===== config.mk =====
export PLATFORM = sky130hd
export DESIGN_NAME = cpusq_seq
export DESIGN_NICKNAME = d
export VERILOG_FILES = /design/src/core/cpusq_alu.v /design/src/core/cpusq_rstack.v /design/src/core/cpusq_seq.v
export VERILOG_INCLUDE_DIRS = /design/src /design/src/core
export SDC_FILE = /design/constraint.sdc
export NUM_CORES = 1
export LEC_CHECK = 0
export BUFFER_PORTS_ARGS = -buffer_cell sky130_fd_sc_hd__buf_2
export CAP_MARGIN = 20
export CORE_MARGIN = 3
export CORE_UTILIZATION = 40
export DETAILED_ROUTE_END_ITERATION = 10
export GPL_TIMING_DRIVEN = 0
export PLACE_DENSITY = 0.54
export REMOVE_ABC_BUFFERS = 1
export SYNTH_ARGS = -nofsm -noshare
export SYNTH_HDL_FRONTEND = slang
export SYNTH_SLANG_ARGS = --single-unit
export TNS_END_PERCENT = 50

===== constraint.sdc =====
create_clock -name clock -period 13.3 [get_ports clock]
set_input_delay 2.66 -clock clock [delete_from_list [all_inputs] [get_ports clock]]
set_output_delay 2.66 -clock clock [all_outputs]
set_load 0.02 [all_outputs]

===== src/core/cpusq_regs.vh =====
/*
  Constants of the program sequencer: special register addresses, status
  bit positions, reset values and instruction field codes.
  Assumes inclusion by the sequencer files only; definitions only.
*/
`ifndef CPUSQ_REGS_VH
`define CPUSQ_REGS_VH
// Reset values
`define CPUSQ_PC_RESET 16'hFFF0
`define CPUSQ_STK_FILL 16'hFFFF
`define CPUSQ_STATUS_RESET 8'h00
`define CPUSQ_SP_RESET 12'hFFF
// Special register addresses
`define CPUSQ_A_SPH 12'h006
`define CPUSQ_A_SPL 12'h007
`define CPUSQ_A_PCL 12'h009
`define CPUSQ_A_STATUS 12'h00B
`define CPUSQ_A_DPH 12'h00C
`define CPUSQ_A_DPL 12'h00D
`define CPUSQ_A_RDH 12'h07C
`define CPUSQ_A_RDL 12'h07D
`define CPUSQ_A_RTH 12'h07E
`define CPUSQ_A_RTL 12'h07F
// Status bit positions
`define CPUSQ_ST_C 0
`define CPUSQ_ST_DC 1
`define CPUSQ_ST_Z 2
`define CPUSQ_ST_PAGE_HI 7
`define CPUSQ_ST_PAGE_LO 5
// Instruction groups, bits 15:12
`define CPUSQ_G_MISC 4'h0
`define CPUSQ_G_LOGIC 4'h1
`define CPUSQ_G_NOT 4'h2
`define CPUSQ_G_INCMOV 4'h3
`define CPUSQ_G_CSKIP 4'h4
`define CPUSQ_G_ADDC 4'h5
`define CPUSQ_G_IMM 4'h7
// Miscellaneous low-byte codes
`define CPUSQ_M_RET 8'h07
`define CPUSQ_M_PAGE 5'h02
`define CPUSQ_M_IREAD 8'h18
`define CPUSQ_M_IWRITE 8'h19
// Immediate-group codes, bits 11:8
`define CPUSQ_I_LOADH 4'h0
`define CPUSQ_I_LOADL 4'h1
`define CPUSQ_I_CMP 4'h9
`define CPUSQ_I_ADD 4'hB
`define CPUSQ_I_MOV 4'hC
`define CPUSQ_I_OR 4'hD
`define CPUSQ_I_AND 4'hE
`define CPUSQ_I_XOR 4'hF
// Arithmetic unit operations
`define CPUSQ_ALU_AND 4'h0
`define CPUSQ_ALU_OR 4'h1
`define CPUSQ_ALU_XOR 4'h2
`define CPUSQ_ALU_NOT 4'h3
`define CPUSQ_ALU_ADD 4'h4
`define CPUSQ_ALU_ADDC 4'h5
`define CPUSQ_ALU_SUB 4'h6
`define CPUSQ_ALU_INC 4'h7
`define CPUSQ_ALU_DEC 4'h8
`define CPUSQ_ALU_CLR 4'h9
`define CPUSQ_ALU_PASSA 4'hA
`define CPUSQ_ALU_PASSW 4'hB
`define CPUSQ_ALU_BSET 4'hC
`define CPUSQ_ALU_BCLR 4'hD
`endif


===== src/core/cpusq_alu.v =====
/*
  Byte arithmetic unit of the sequencer: logic, add and subtract, step,
  bit set and clear, with carry, digit carry and zero.
  Assumes purely combinational use inside the execute stage.
*/
`timescale 1ns/1ns
`include "cpusq_regs.vh"
module cpusq_alu (
  input wire [3:0] op,
  input wire [7:0] a,
  input wire [7:0] w,
  input wire cin,
  input wire [2:0] bsel,
  output reg [7:0] y,
  output reg c,
  output reg dc,
  output wire z
);
  reg [8:0] sum;
  reg [4:0] nib;
  reg [7:0] mask;

  // Subtraction is a - w, carry means no borrow
  always @* begin
    sum = 9'h000;
    nib = 5'h00;
    mask = 8'h01 << bsel;
    c = 1'b0;
    dc = 1'b0;
    case (op)
      `CPUSQ_ALU_AND: y = a & w;
      `CPUSQ_ALU_OR: y = a | w;
      `CPUSQ_ALU_XOR: y = a ^ w;
      `CPUSQ_ALU_NOT: y = ~a;
      `CPUSQ_ALU_ADD, `CPUSQ_ALU_ADDC, `CPUSQ_ALU_SUB: begin
        if (op == `CPUSQ_ALU_SUB) begin
          sum = {1'b0, a} + {1'b0, ~w} + 9'h001;
          nib = {1'b0, a[3:0]} + {1'b0, ~w[3:0]} + 5'h01;
        end else begin
          sum = {1'b0, a} + {1'b0, w} + {8'h00, op == `CPUSQ_ALU_ADDC && cin};
          nib = {1'b0, a[3:0]} + {1'b0, w[3:0]} + {4'h0, op == `CPUSQ_ALU_ADDC && cin};
        end
        y = sum[7:0];
        c = sum[8];
        dc = nib[4];
      end
      `CPUSQ_ALU_INC: y = a + 8'h01;
      `CPUSQ_ALU_DEC: y = a - 8'h01;
      `CPUSQ_ALU_CLR: y = 8'h00;
      `CPUSQ_ALU_PASSW: y = w;
      `CPUSQ_ALU_BSET: y = a | mask;
      `CPUSQ_ALU_BCLR: y = a & ~mask;
      default: y = a;
    endcase
  end

  assign z = (y == 8'h00);
endmodule


===== src/core/cpusq_rstack.v =====
/*
  Hardware return-address stack, shifting levels held in flip-flops.
  Assumes one push, one pop or one top write per cycle at most.
*/
`timescale 1ns/1ns
`include "cpusq_regs.vh"
module cpusq_rstack #(
  parameter DEPTH = 16,
  parameter WIDTH = 16
) (
  input wire clock,
  input wire nrst,
  input wire ce,
  input wire push,
  input wire pop,
  input wire [WIDTH-1:0] push_data,
  input wire wr_hi,
  input wire wr_lo,
  input wire [7:0] wr_data,
  output wire [WIDTH-1:0] top
);
  reg [WIDTH-1:0] lvl_q [0:DEPTH-1];
  integer i;

  // Level 0 is the top; deeper levels shift as a whole
  always @(posedge clock) begin
    if (!nrst) begin
      for (i = 0; i < DEPTH; i = i + 1) begin
        lvl_q[i] <= `CPUSQ_STK_FILL;
      end
    end else if (ce) begin
      if (push) begin
        for (i = DEPTH - 1; i > 0; i = i - 1) begin
          lvl_q[i] <= lvl_q[i-1];
        end
        lvl_q[0] <= push_data;
      end else if (pop) begin
        for (i = 0; i < DEPTH - 1; i = i + 1) begin
          lvl_q[i] <= lvl_q[i+1];
        end
        lvl_q[DEPTH-1] <= `CPUSQ_STK_FILL;
      end else if (wr_hi) begin
        lvl_q[0][15:8] <= wr_data;
      end else if (wr_lo) begin
        lvl_q[0][7:0] <= wr_data;
      end
    end
  end

  assign top = lvl_q[0];
endmodule


===== src/core/cpusq_seq.v =====
/*
  Program sequencer of the byte core: fetch, decode, execute and write
  stages, skips, flushes on program counter change, page-extended jump
  and call targets, and the hardware return stack.
  Assumes program memory answers one cycle after its address, data
  memory reads combinationally from dm_raddr and writes on the clock
  edge while dm_we is high.
*/
`timescale 1ns/1ns
`include "cpusq_regs.vh"
module cpusq_seq #(
  parameter RS_DEPTH = 16
) (
  input wire clock,
  input wire nrst,
  input wire ce,
  output reg [15:0] pm_addr,
  input wire [15:0] pm_rdata,
  output reg [15:0] pm_data_addr,
  output reg pm_data_rd,
  output reg pm_data_wr,
  output reg [15:0] pm_data_wdata,
  input wire [15:0] pm_data_rdata,
  output reg [11:0] dm_raddr,
  input wire [7:0] dm_rdata,
  output reg dm_we,
  output reg [11:0] dm_waddr,
  output reg [7:0] dm_wdata,
  output reg [7:0] wreg,
  output reg [7:0] status,
  output reg skip_active,
  output reg retire
);
  // Pipeline state
  reg [15:0] dec_pc_q;
  reg dv_q;
  reg [15:0] ir_q;
  reg [15:0] ex_pc_q;
  reg ex_valid_q;
  reg rd_pend_q;
  // Architectural registers
  reg [11:0] sp_q;
  reg [7:0] dph_q;
  reg [7:0] dpl_q;
  reg [7:0] rdh_q;
  reg [7:0] rdl_q;
  // Execute-stage decisions
  reg [3:0] alu_op;
  reg [7:0] alu_w;
  reg wr_w, wr_fr, upd_c, upd_z, skip_take, branch, call_op, ret_op;
  reg push_op, pop_op, page_op, lh_op, ll_op, ird_op, iwr_op;
  reg [15:0] target;
  reg [11:0] wr_addr;
  reg [11:0] sp_d;
  reg [11:0] dec_addr;
  reg [7:0] opnd;
  wire [7:0] alu_y;
  wire alu_c, alu_dc, alu_z;
  wire [15:0] rs_top;
  wire [3:0] grp = ir_q[15:12];
  wire [1:0] sub = ir_q[11:10];
  wire dbit = ir_q[9];
  wire [11:0] fr_addr = {3'h0, ir_q[8:0]};
  wire [15:0] next_pc = ex_pc_q + 16'h0001;
  wire go = ex_valid_q && !skip_active;
  wire [11:0] ex_addr = dm_raddr;
  wire fwd = dm_we && (dm_waddr == ex_addr);
  wire is_ext_skip = (grp == `CPUSQ_G_IMM && ir_q[11:9] == 3'b000) ||
                     (grp == `CPUSQ_G_MISC && ir_q[11:8] == 4'h0 && ir_q[7:3] == `CPUSQ_M_PAGE);
  wire wr_sfr = (wr_addr == `CPUSQ_A_SPH) || (wr_addr == `CPUSQ_A_SPL) ||
                (wr_addr == `CPUSQ_A_PCL) || (wr_addr == `CPUSQ_A_STATUS) ||
                (wr_addr == `CPUSQ_A_DPH) || (wr_addr == `CPUSQ_A_DPL) ||
                (wr_addr == `CPUSQ_A_RDH) || (wr_addr == `CPUSQ_A_RDL) ||
                (wr_addr == `CPUSQ_A_RTH) || (wr_addr == `CPUSQ_A_RTL);

  // Operand fetch: special registers inside, memory outside with write forwarding
  always @* begin
    case (ex_addr)
      `CPUSQ_A_SPH: opnd = {4'h0, sp_q[11:8]};
      `CPUSQ_A_SPL: opnd = sp_q[7:0];
      `CPUSQ_A_PCL: opnd = next_pc[7:0];
      `CPUSQ_A_STATUS: opnd = status;
      `CPUSQ_A_DPH: opnd = dph_q;
      `CPUSQ_A_DPL: opnd = dpl_q;
      `CPUSQ_A_RDH: opnd = rdh_q;
      `CPUSQ_A_RDL: opnd = rdl_q;
      `CPUSQ_A_RTH: opnd = rs_top[15:8];
      `CPUSQ_A_RTL: opnd = rs_top[7:0];
      default: opnd = fwd ? dm_wdata : dm_rdata;
    endcase
  end

  cpusq_alu u_alu (
    .op(alu_op),
    .a((grp == `CPUSQ_G_IMM) ? ir_q[7:0] : opnd),
    .w(alu_w),
    .cin(status[`CPUSQ_ST_C]),
    .bsel(ir_q[11:9]),
    .y(alu_y),
    .c(alu_c),
    .dc(alu_dc),
    .z(alu_z)
  );

  // Instruction decode in execute; all effects gated by go
  always @* begin
    alu_op = `CPUSQ_ALU_PASSA;
    alu_w = wreg;
    wr_w = 1'b0;
    wr_fr = 1'b0;
    upd_c = 1'b0;
    upd_z = 1'b0;
    skip_take = 1'b0;
    call_op = 1'b0;
    ret_op = 1'b0;
    push_op = 1'b0;
    pop_op = 1'b0;
    page_op = 1'b0;
    lh_op = 1'b0;
    ll_op = 1'b0;
    ird_op = 1'b0;
    iwr_op = 1'b0;
    branch = 1'b0;
    target = {status[`CPUSQ_ST_PAGE_HI:`CPUSQ_ST_PAGE_LO], ir_q[12:0]};
    case (grp)
      `CPUSQ_G_MISC: begin
        if (sub == 2'b01) begin
          alu_op = dbit ? `CPUSQ_ALU_CLR : `CPUSQ_ALU_SUB;
          wr_fr = dbit;
          upd_c = !dbit;
          upd_z = 1'b1;
        end else if (ir_q[11:8] == 4'h0) begin
          ret_op = (ir_q[7:0] == `CPUSQ_M_RET);
          page_op = (ir_q[7:3] == `CPUSQ_M_PAGE);
          ird_op = (ir_q[7:0] == `CPUSQ_M_IREAD);
          iwr_op = (ir_q[7:0] == `CPUSQ_M_IWRITE);
        end
      end
      `CPUSQ_G_LOGIC: begin
        alu_op = (sub == 2'b00) ? `CPUSQ_ALU_OR : (sub == 2'b01) ? `CPUSQ_ALU_AND :
                 (sub == 2'b10) ? `CPUSQ_ALU_XOR : `CPUSQ_ALU_ADD;
        wr_w = !dbit;
        wr_fr = dbit;
        upd_c = (sub == 2'b11);
        upd_z = 1'b1;
      end
      `CPUSQ_G_NOT: begin
        alu_op = (sub == 2'b01) ? `CPUSQ_ALU_NOT : `CPUSQ_ALU_SUB;
        wr_w = !dbit;
        wr_fr = dbit;
        upd_c = (sub != 2'b01);
        upd_z = 1'b1;
      end
      `CPUSQ_G_INCMOV: begin
        if (sub[1] == 1'b0) begin
          alu_op = sub[0] ? `CPUSQ_ALU_DEC : `CPUSQ_ALU_INC;
          wr_w = !dbit;
          wr_fr = dbit;
          skip_take = alu_z;
        end else if (sub == 2'b10) begin
          alu_op = dbit ? `CPUSQ_ALU_PASSW : `CPUSQ_ALU_PASSA;
          wr_w = !dbit;
          wr_fr = dbit;
          upd_z = 1'b1;
        end else begin
          push_op = !dbit;
          pop_op = dbit;
          wr_fr = 1'b1;
        end
      end
      `CPUSQ_G_CSKIP: begin
        alu_op = `CPUSQ_ALU_SUB;
        skip_take = (sub == 2'b00) && (alu_z == dbit);
      end
      `CPUSQ_G_ADDC: begin
        alu_op = (sub == 2'b11) ? `CPUSQ_ALU_ADDC : `CPUSQ_ALU_SUB;
        wr_w = !dbit;
        wr_fr = dbit;
        upd_c = 1'b1;
        upd_z = 1'b1;
      end
      `CPUSQ_G_IMM: begin
        lh_op = (ir_q[11:8] == `CPUSQ_I_LOADH);
        ll_op = (ir_q[11:8] == `CPUSQ_I_LOADL);
        case (ir_q[11:8])
          `CPUSQ_I_CMP: alu_op = `CPUSQ_ALU_SUB;
          `CPUSQ_I_ADD: alu_op = `CPUSQ_ALU_ADD;
          `CPUSQ_I_OR: alu_op = `CPUSQ_ALU_OR;
          `CPUSQ_I_AND: alu_op = `CPUSQ_ALU_AND;
          `CPUSQ_I_XOR: alu_op = `CPUSQ_ALU_XOR;
          default: alu_op = `CPUSQ_ALU_PASSA;
        endcase
        wr_w = !lh_op && !ll_op && (ir_q[11:8] != `CPUSQ_I_CMP);
        upd_c = (ir_q[11:8] == `CPUSQ_I_CMP) || (ir_q[11:8] == `CPUSQ_I_ADD);
        upd_z = wr_w || upd_c;
      end
      4'h8, 4'h9: begin
        alu_op = grp[0] ? `CPUSQ_ALU_BSET : `CPUSQ_ALU_BCLR;
        wr_fr = 1'b1;
      end
      4'hA, 4'hB: begin
        skip_take = (opnd[ir_q[11:9]] == !grp[0]);
      end
      default: begin
        call_op = ir_q[13];
        branch = 1'b1;
      end
    endcase
    if (ret_op) begin
      branch = 1'b1;
      target = rs_top;
    end
    wr_addr = pop_op ? fr_addr : push_op ? sp_q : ex_addr;
    if (wr_fr && wr_addr == `CPUSQ_A_PCL) begin
      branch = 1'b1;
      target = {next_pc[15:8], alu_y};
    end
    if (push_op || pop_op) begin
      alu_op = `CPUSQ_ALU_PASSA;
      alu_w = opnd;
    end
    // Stack pointer as it will stand after this instruction
    sp_d = sp_q;
    if (go && push_op) begin
      sp_d = sp_q - 12'h001;
    end else if (go && pop_op) begin
      sp_d = sp_q + 12'h001;
    end else if (go && wr_fr && wr_addr == `CPUSQ_A_SPH) begin
      sp_d = {alu_y[3:0], sp_q[7:0]};
    end else if (go && wr_fr && wr_addr == `CPUSQ_A_SPL) begin
      sp_d = {sp_q[11:8], alu_y};
    end
  end

  // Operand address for the word now in decode; pop reads the new stack top
  always @* begin
    if (pm_rdata[15:9] == {`CPUSQ_G_INCMOV, 2'b11, 1'b1}) begin
      dec_addr = sp_d + 12'h001;
    end else begin
      dec_addr = {3'h0, pm_rdata[8:0]};
    end
  end

  cpusq_rstack #(
    .DEPTH(RS_DEPTH),
    .WIDTH(16)
  ) u_rstack (
    .clock(clock),
    .nrst(nrst),
    .ce(ce),
    .push(go && call_op),
    .pop(go && ret_op),
    .push_data(next_pc),
    .wr_hi(go && wr_fr && wr_addr == `CPUSQ_A_RTH),
    .wr_lo(go && wr_fr && wr_addr == `CPUSQ_A_RTL),
    .wr_data(alu_y),
    .top(rs_top)
  );

  // Fetch and decode stages, flushed when the program counter is redirected
  always @(posedge clock) begin
    if (!nrst) begin
      pm_addr <= `CPUSQ_PC_RESET;
      dec_pc_q <= `CPUSQ_PC_RESET;
      dv_q <= 1'b0;
      ir_q <= 16'h0000;
      ex_pc_q <= 16'h0000;
      ex_valid_q <= 1'b0;
      dm_raddr <= 12'h000;
    end else if (ce) begin
      if (go && branch) begin
        pm_addr <= target;
        dv_q <= 1'b0;
        ex_valid_q <= 1'b0;
      end else begin
        pm_addr <= pm_addr + 16'h0001;
        dec_pc_q <= pm_addr;
        dv_q <= 1'b1;
        ir_q <= pm_rdata;
        ex_pc_q <= dec_pc_q;
        ex_valid_q <= dv_q;
        dm_raddr <= dec_addr;
      end
    end
  end

  // Skip state lives in one flag, so a sequence can be broken between cycles
  always @(posedge clock) begin
    if (!nrst) begin
      skip_active <= 1'b0;
      retire <= 1'b0;
    end else if (ce) begin
      retire <= go;
      if (go && branch) begin
        skip_active <= 1'b0;
      end else if (go) begin
        skip_active <= skip_take;
      end else if (ex_valid_q && skip_active) begin
        skip_active <= is_ext_skip;
      end
    end
  end

  // Execute results: W, status, pointers; annulled slots change nothing
  always @(posedge clock) begin
    if (!nrst) begin
      wreg <= 8'h00;
      status <= `CPUSQ_STATUS_RESET;
      sp_q <= `CPUSQ_SP_RESET;
      dph_q <= 8'h00;
      dpl_q <= 8'h00;
    end else if (ce) begin
      sp_q <= sp_d;
      if (go) begin
        if (wr_w) begin
          wreg <= alu_y;
        end
        if (wr_fr && wr_addr == `CPUSQ_A_STATUS) begin
          status <= alu_y;
        end else begin
          if (upd_c) begin
            status[`CPUSQ_ST_C] <= alu_c;
            status[`CPUSQ_ST_DC] <= alu_dc;
          end
          if (upd_z) begin
            status[`CPUSQ_ST_Z] <= alu_z;
          end
          if (page_op) begin
            status[`CPUSQ_ST_PAGE_HI:`CPUSQ_ST_PAGE_LO] <= ir_q[2:0];
          end
        end
        if (lh_op || (wr_fr && wr_addr == `CPUSQ_A_DPH)) begin
          dph_q <= alu_y;
        end
        if (ll_op || (wr_fr && wr_addr == `CPUSQ_A_DPL)) begin
          dpl_q <= alu_y;
        end
      end
    end
  end

  // Write stage: memory result lands one cycle after execute
  always @(posedge clock) begin
    if (!nrst) begin
      dm_we <= 1'b0;
      dm_waddr <= 12'h000;
      dm_wdata <= 8'h00;
    end else if (ce) begin
      dm_we <= go && wr_fr && !wr_sfr;
      dm_waddr <= wr_addr;
      dm_wdata <= alu_y;
    end
  end

  // Program memory data port; read word lands in the read-data pair
  always @(posedge clock) begin
    if (!nrst) begin
      pm_data_addr <= 16'h0000;
      pm_data_rd <= 1'b0;
      pm_data_wr <= 1'b0;
      pm_data_wdata <= 16'h0000;
      rd_pend_q <= 1'b0;
      rdh_q <= 8'h00;
      rdl_q <= 8'h00;
    end else if (ce) begin
      pm_data_rd <= go && ird_op;
      pm_data_wr <= go && iwr_op;
      rd_pend_q <= pm_data_rd;
      if (go && (ird_op || iwr_op)) begin
        pm_data_addr <= {dph_q, dpl_q};
        pm_data_wdata <= {rdh_q, rdl_q};
      end
      if (rd_pend_q) begin
        rdh_q <= pm_data_rdata[15:8];
        rdl_q <= pm_data_rdata[7:0];
      end else if (go && wr_fr && wr_addr == `CPUSQ_A_RDH) begin
        rdh_q <= alu_y;
      end else if (go && wr_fr && wr_addr == `CPUSQ_A_RDL) begin
        rdl_q <= alu_y;
      end
    end
  end
endmodule


==> flow_summary.json <==
{
  "dr.pass1.iters": 6,
  "root_buffer": "clkbuf_16",
  "synth.top_cells.by_area": "edfxtp_1 32%, dfxtp_1 16%, o22a_1 8.2%, nand2_1 5.0%, a21oi_1 4.0%",
  "drv_cap": 0,
  "grt_max_degree": 105,
  "fmax_mhz": 134,
  "hp-class": "register to register",
  "ys.flop_type": "edfxtp_1",
  "vdd_drop_max_mv": 0.0841,
  "slew_headroom_pct": 7.13,
  "nNetsFinal": 2613,
  "min_path_cells": 2,
  "synth-edff-count": 256,
  "critPathMaxFanout": 24,
  "wl_per_cell_um": 24.4,
  "area_growth_pct": 14.1,
  "cts_hold_buf": 0,
  "io_pins": 144,
  "min_to": "ex_pc_q[0]",
  "via_per_inst": 6.12,
  "worst-setup-path-type": "register to register",
  "portBuffers": 143,
  "postSynthCellCount": 2496,
  "clk_latency_ps": 620,
  "p_total_mw": 3.32,
  "ctsResizeCount": 0,
  "crit_required_ps": 13780,
  "cp.arrival_ps": 7950,
  "drt_wl_total_um": 81800,
  "diodes": 0,
  "rows": 89,
  "htreeDepth": 2,
  "rsz0062_at_grt": "false",
  "die_y_um": 252,
  "vias": 20500,
  "slew_viol_final": 0,
  "end_kind": "register",
  "whs_ps": 444,
  "initial_core_util_pct": 40.7,
  "cts.sinks": 452,
  "ys_warn_count": 0,
  "fin_crit_ps": 7470,
  "setup_tns_ps": 0,
  "grt_overflow": 0,
  "p_leak_nw": 8.63,
  "setup_viol": 0,
  "max_slew.worst_pin.slew_ps": 1390,
  "hpwl_um": 57900,
  "syn_area_um2": 24200,
  "clk_pin_slew_ps": 60,
  "skew_ps": 33.8,
  "r2r_cells": 19,
  "synth_top_cell_by_area": "edfxtp_1",
  "drc": 0,
  "cts_tree": "yes",
  "cts_setup_buffers": 0,
  "hold_violations": 0,
  "core-area_um2": 59500,
  "die_w_um": 252,
  "outcome": "finished clean",
  "synth_top_area_share_pct": 31.8,
  "numPlacedInstances": 3253,
  "r2r_start": "dm_raddr[2]",
  "ys_seq_area_share_pct": 48.0,
  "finish.utilization_pct": 46.4,
  "track_usage_pct": 25.0,
  "r2r-end": "skip_active",
  "layoutNonFillerInstCount": 3355,
  "ant_nets": 0,
  "fin_crit_sh_pct": 56.2,
  "antenna_found_initial": 1,
  "grt_pass1_wl_um": 122000,
  "cp-start-kind": "register",
  "cts_buffer_depth": 3,
  "async_flop_share_pct": 0,
  "reg2reg_slack_ps": 5830,
  "cts_buffers": 52,
  "synth_seq_cells": 452,
  "power_density_nw_per_um2": 120,
  "gp_congestion": 1.00,
  "die_area_um2": 63500,
  "grt_pass1_vias": 19500,
  "drt-initial-drc-count": 1948,
  "drive_gt1_share_pct": 13.9,
  "avgSynthCellArea_um2": 9.69,
  "worstHoldStart": "dec_pc_q[0]",
  "synth_cell_type_count": 119
}
-- layout make-up --
cell class                      instances  area (µm²)
Clock buffer                           69        1380
Clock inverter                         28         292
Fill cell                            5715       31900
Inverter                               52         200
Multi-Input combinational cell       1793       11600
Sequential cell                       452       11600
Tap cell                              773         967
Timing Repair Buffer                  188        1500
-- flip-flops by register name (all words and copies together), names as in the netlist, 8 cells and up --
signal          flops
dph_q               8
wreg                8
dm_wdata            8
ir_q               16
u_rstack.lvl_q    256
ex_pc_q            16
dpl_q               8
dec_pc_q           16
rdl_q               8
pm_data_addr       16
dm_waddr           12
pm_data_wdata      16
pm_addr            16
dm_raddr           12
sp_q               12
status              8
rdh_q               8
-- report_power, final --
group / internal, mW / switching [mW]
Sequential: 1.49 / 0.0363
Combinational: 0.123 / 0.269
Clock: 0.810 / 0.596
Total: 2.42 / 0.901
-- layer usage --
| layer | share of wire, % | up-vias | wire [µm] | GRT usage (%) |
|---|---|---|---|---|
| met3 | 6.9 | 180 | 5660 | 4.44 |
| met1 | 42 | 10100 | 34500 | 33.0 |
| met2 | 47 | 763 | 38200 | 40.8 |
| met4 | 4.2 | 4 | 3450 | 10.1 |
| li1 | - | 9482 | - | - |
| met5 | 0.040 | - | 33 | 0 |
-- cell families (layout without fill, tap and decap cells) --
family          count (synthesis)  after routing  share of synthesized area, %
simple gates                  859            859                          17.4
compound gates                790            790                          23.8
flops                         452            452                          48.0
buf+inv                       251            337                          4.28
mux                            69             69                          3.21
xor+xnor                       44             44                          1.62
fa+ha+maj                      31             31                          1.73
-- synthesized netlist by cell type (all sizes together), types with 21 or more instances --
master,count
a211oi,54
a21oi,197
and3,27
buf,62
clkbuf,137
dfxtp,196
edfxtp,256
ha,27
inv,52
mux2i,53
nand2,321
nand2b,40
nand3,61
nand4,21
nor2,193
nor3,58
o21ai,111
o22a,226
xnor2,29
-- metrics by stage --
step	setup WS [ps]	instance area [µm²]
2_1_floorplan	3290	23300
3_3_place_gp	-1450	25000
3_5_place_dp	5760	25900
4_1_cts	5970	27500
5_1_grt	5650	27600
6_report	5830	27600
-- how the worst max path moves through the flow --
stage / start / endpoint / slack (ps) / cells after the start
6_report: dm_raddr[2] / skip_active / 5830 / 19
5_1_grt: dm_raddr[2] / dm_raddr[10] / 5650 / 21
4_1_cts: dm_raddr[3] / skip_active / 5970 / 19
3_5_place_dp: dm_rdata[3] / skip_active / 5760 / 17
3_3_place_gp: nrst / u_rstack.lvl_q[0][15] / -1450 / 6
2_1_floorplan: nrst / u_rstack.lvl_q[0][10] / 3290 / 5
-- placed cells by master, fill, tap and decap left out, types with 28 or more instances in the layout --
cell type,instances
dfxtp_1,194
mux2i_1,52
nand2_1,319
a211oi_1,53
nand3_1,60
xnor2_1,28
a21oi_1,192
edfxtp_1,256
nor2_1,188
buf_2,145
o22a_1,226
clkbuf_16,52
inv_1,48
o21ai_0,100
nor3_1,51
nand2b_1,38
-- critical path, cell delays in order, from the launching register on --
cell	delay [ps]
dfxtp_1	1070
xnor2_1	200
nand4_1	430
or4_4	760
mux2_4	360
a221oi_2	550
a21oi_1	330
ha_1	520
inv_1	130
o21ai_0	180
nor2_1	80
o41a_1	360
and3_1	200
o221ai_1	250
o221ai_1	270
nor3_2	830
buf_6	260
and4bb_1	250
mux2i_1	220
a21oi_1	80
Power figures use the tool's default switching activity.
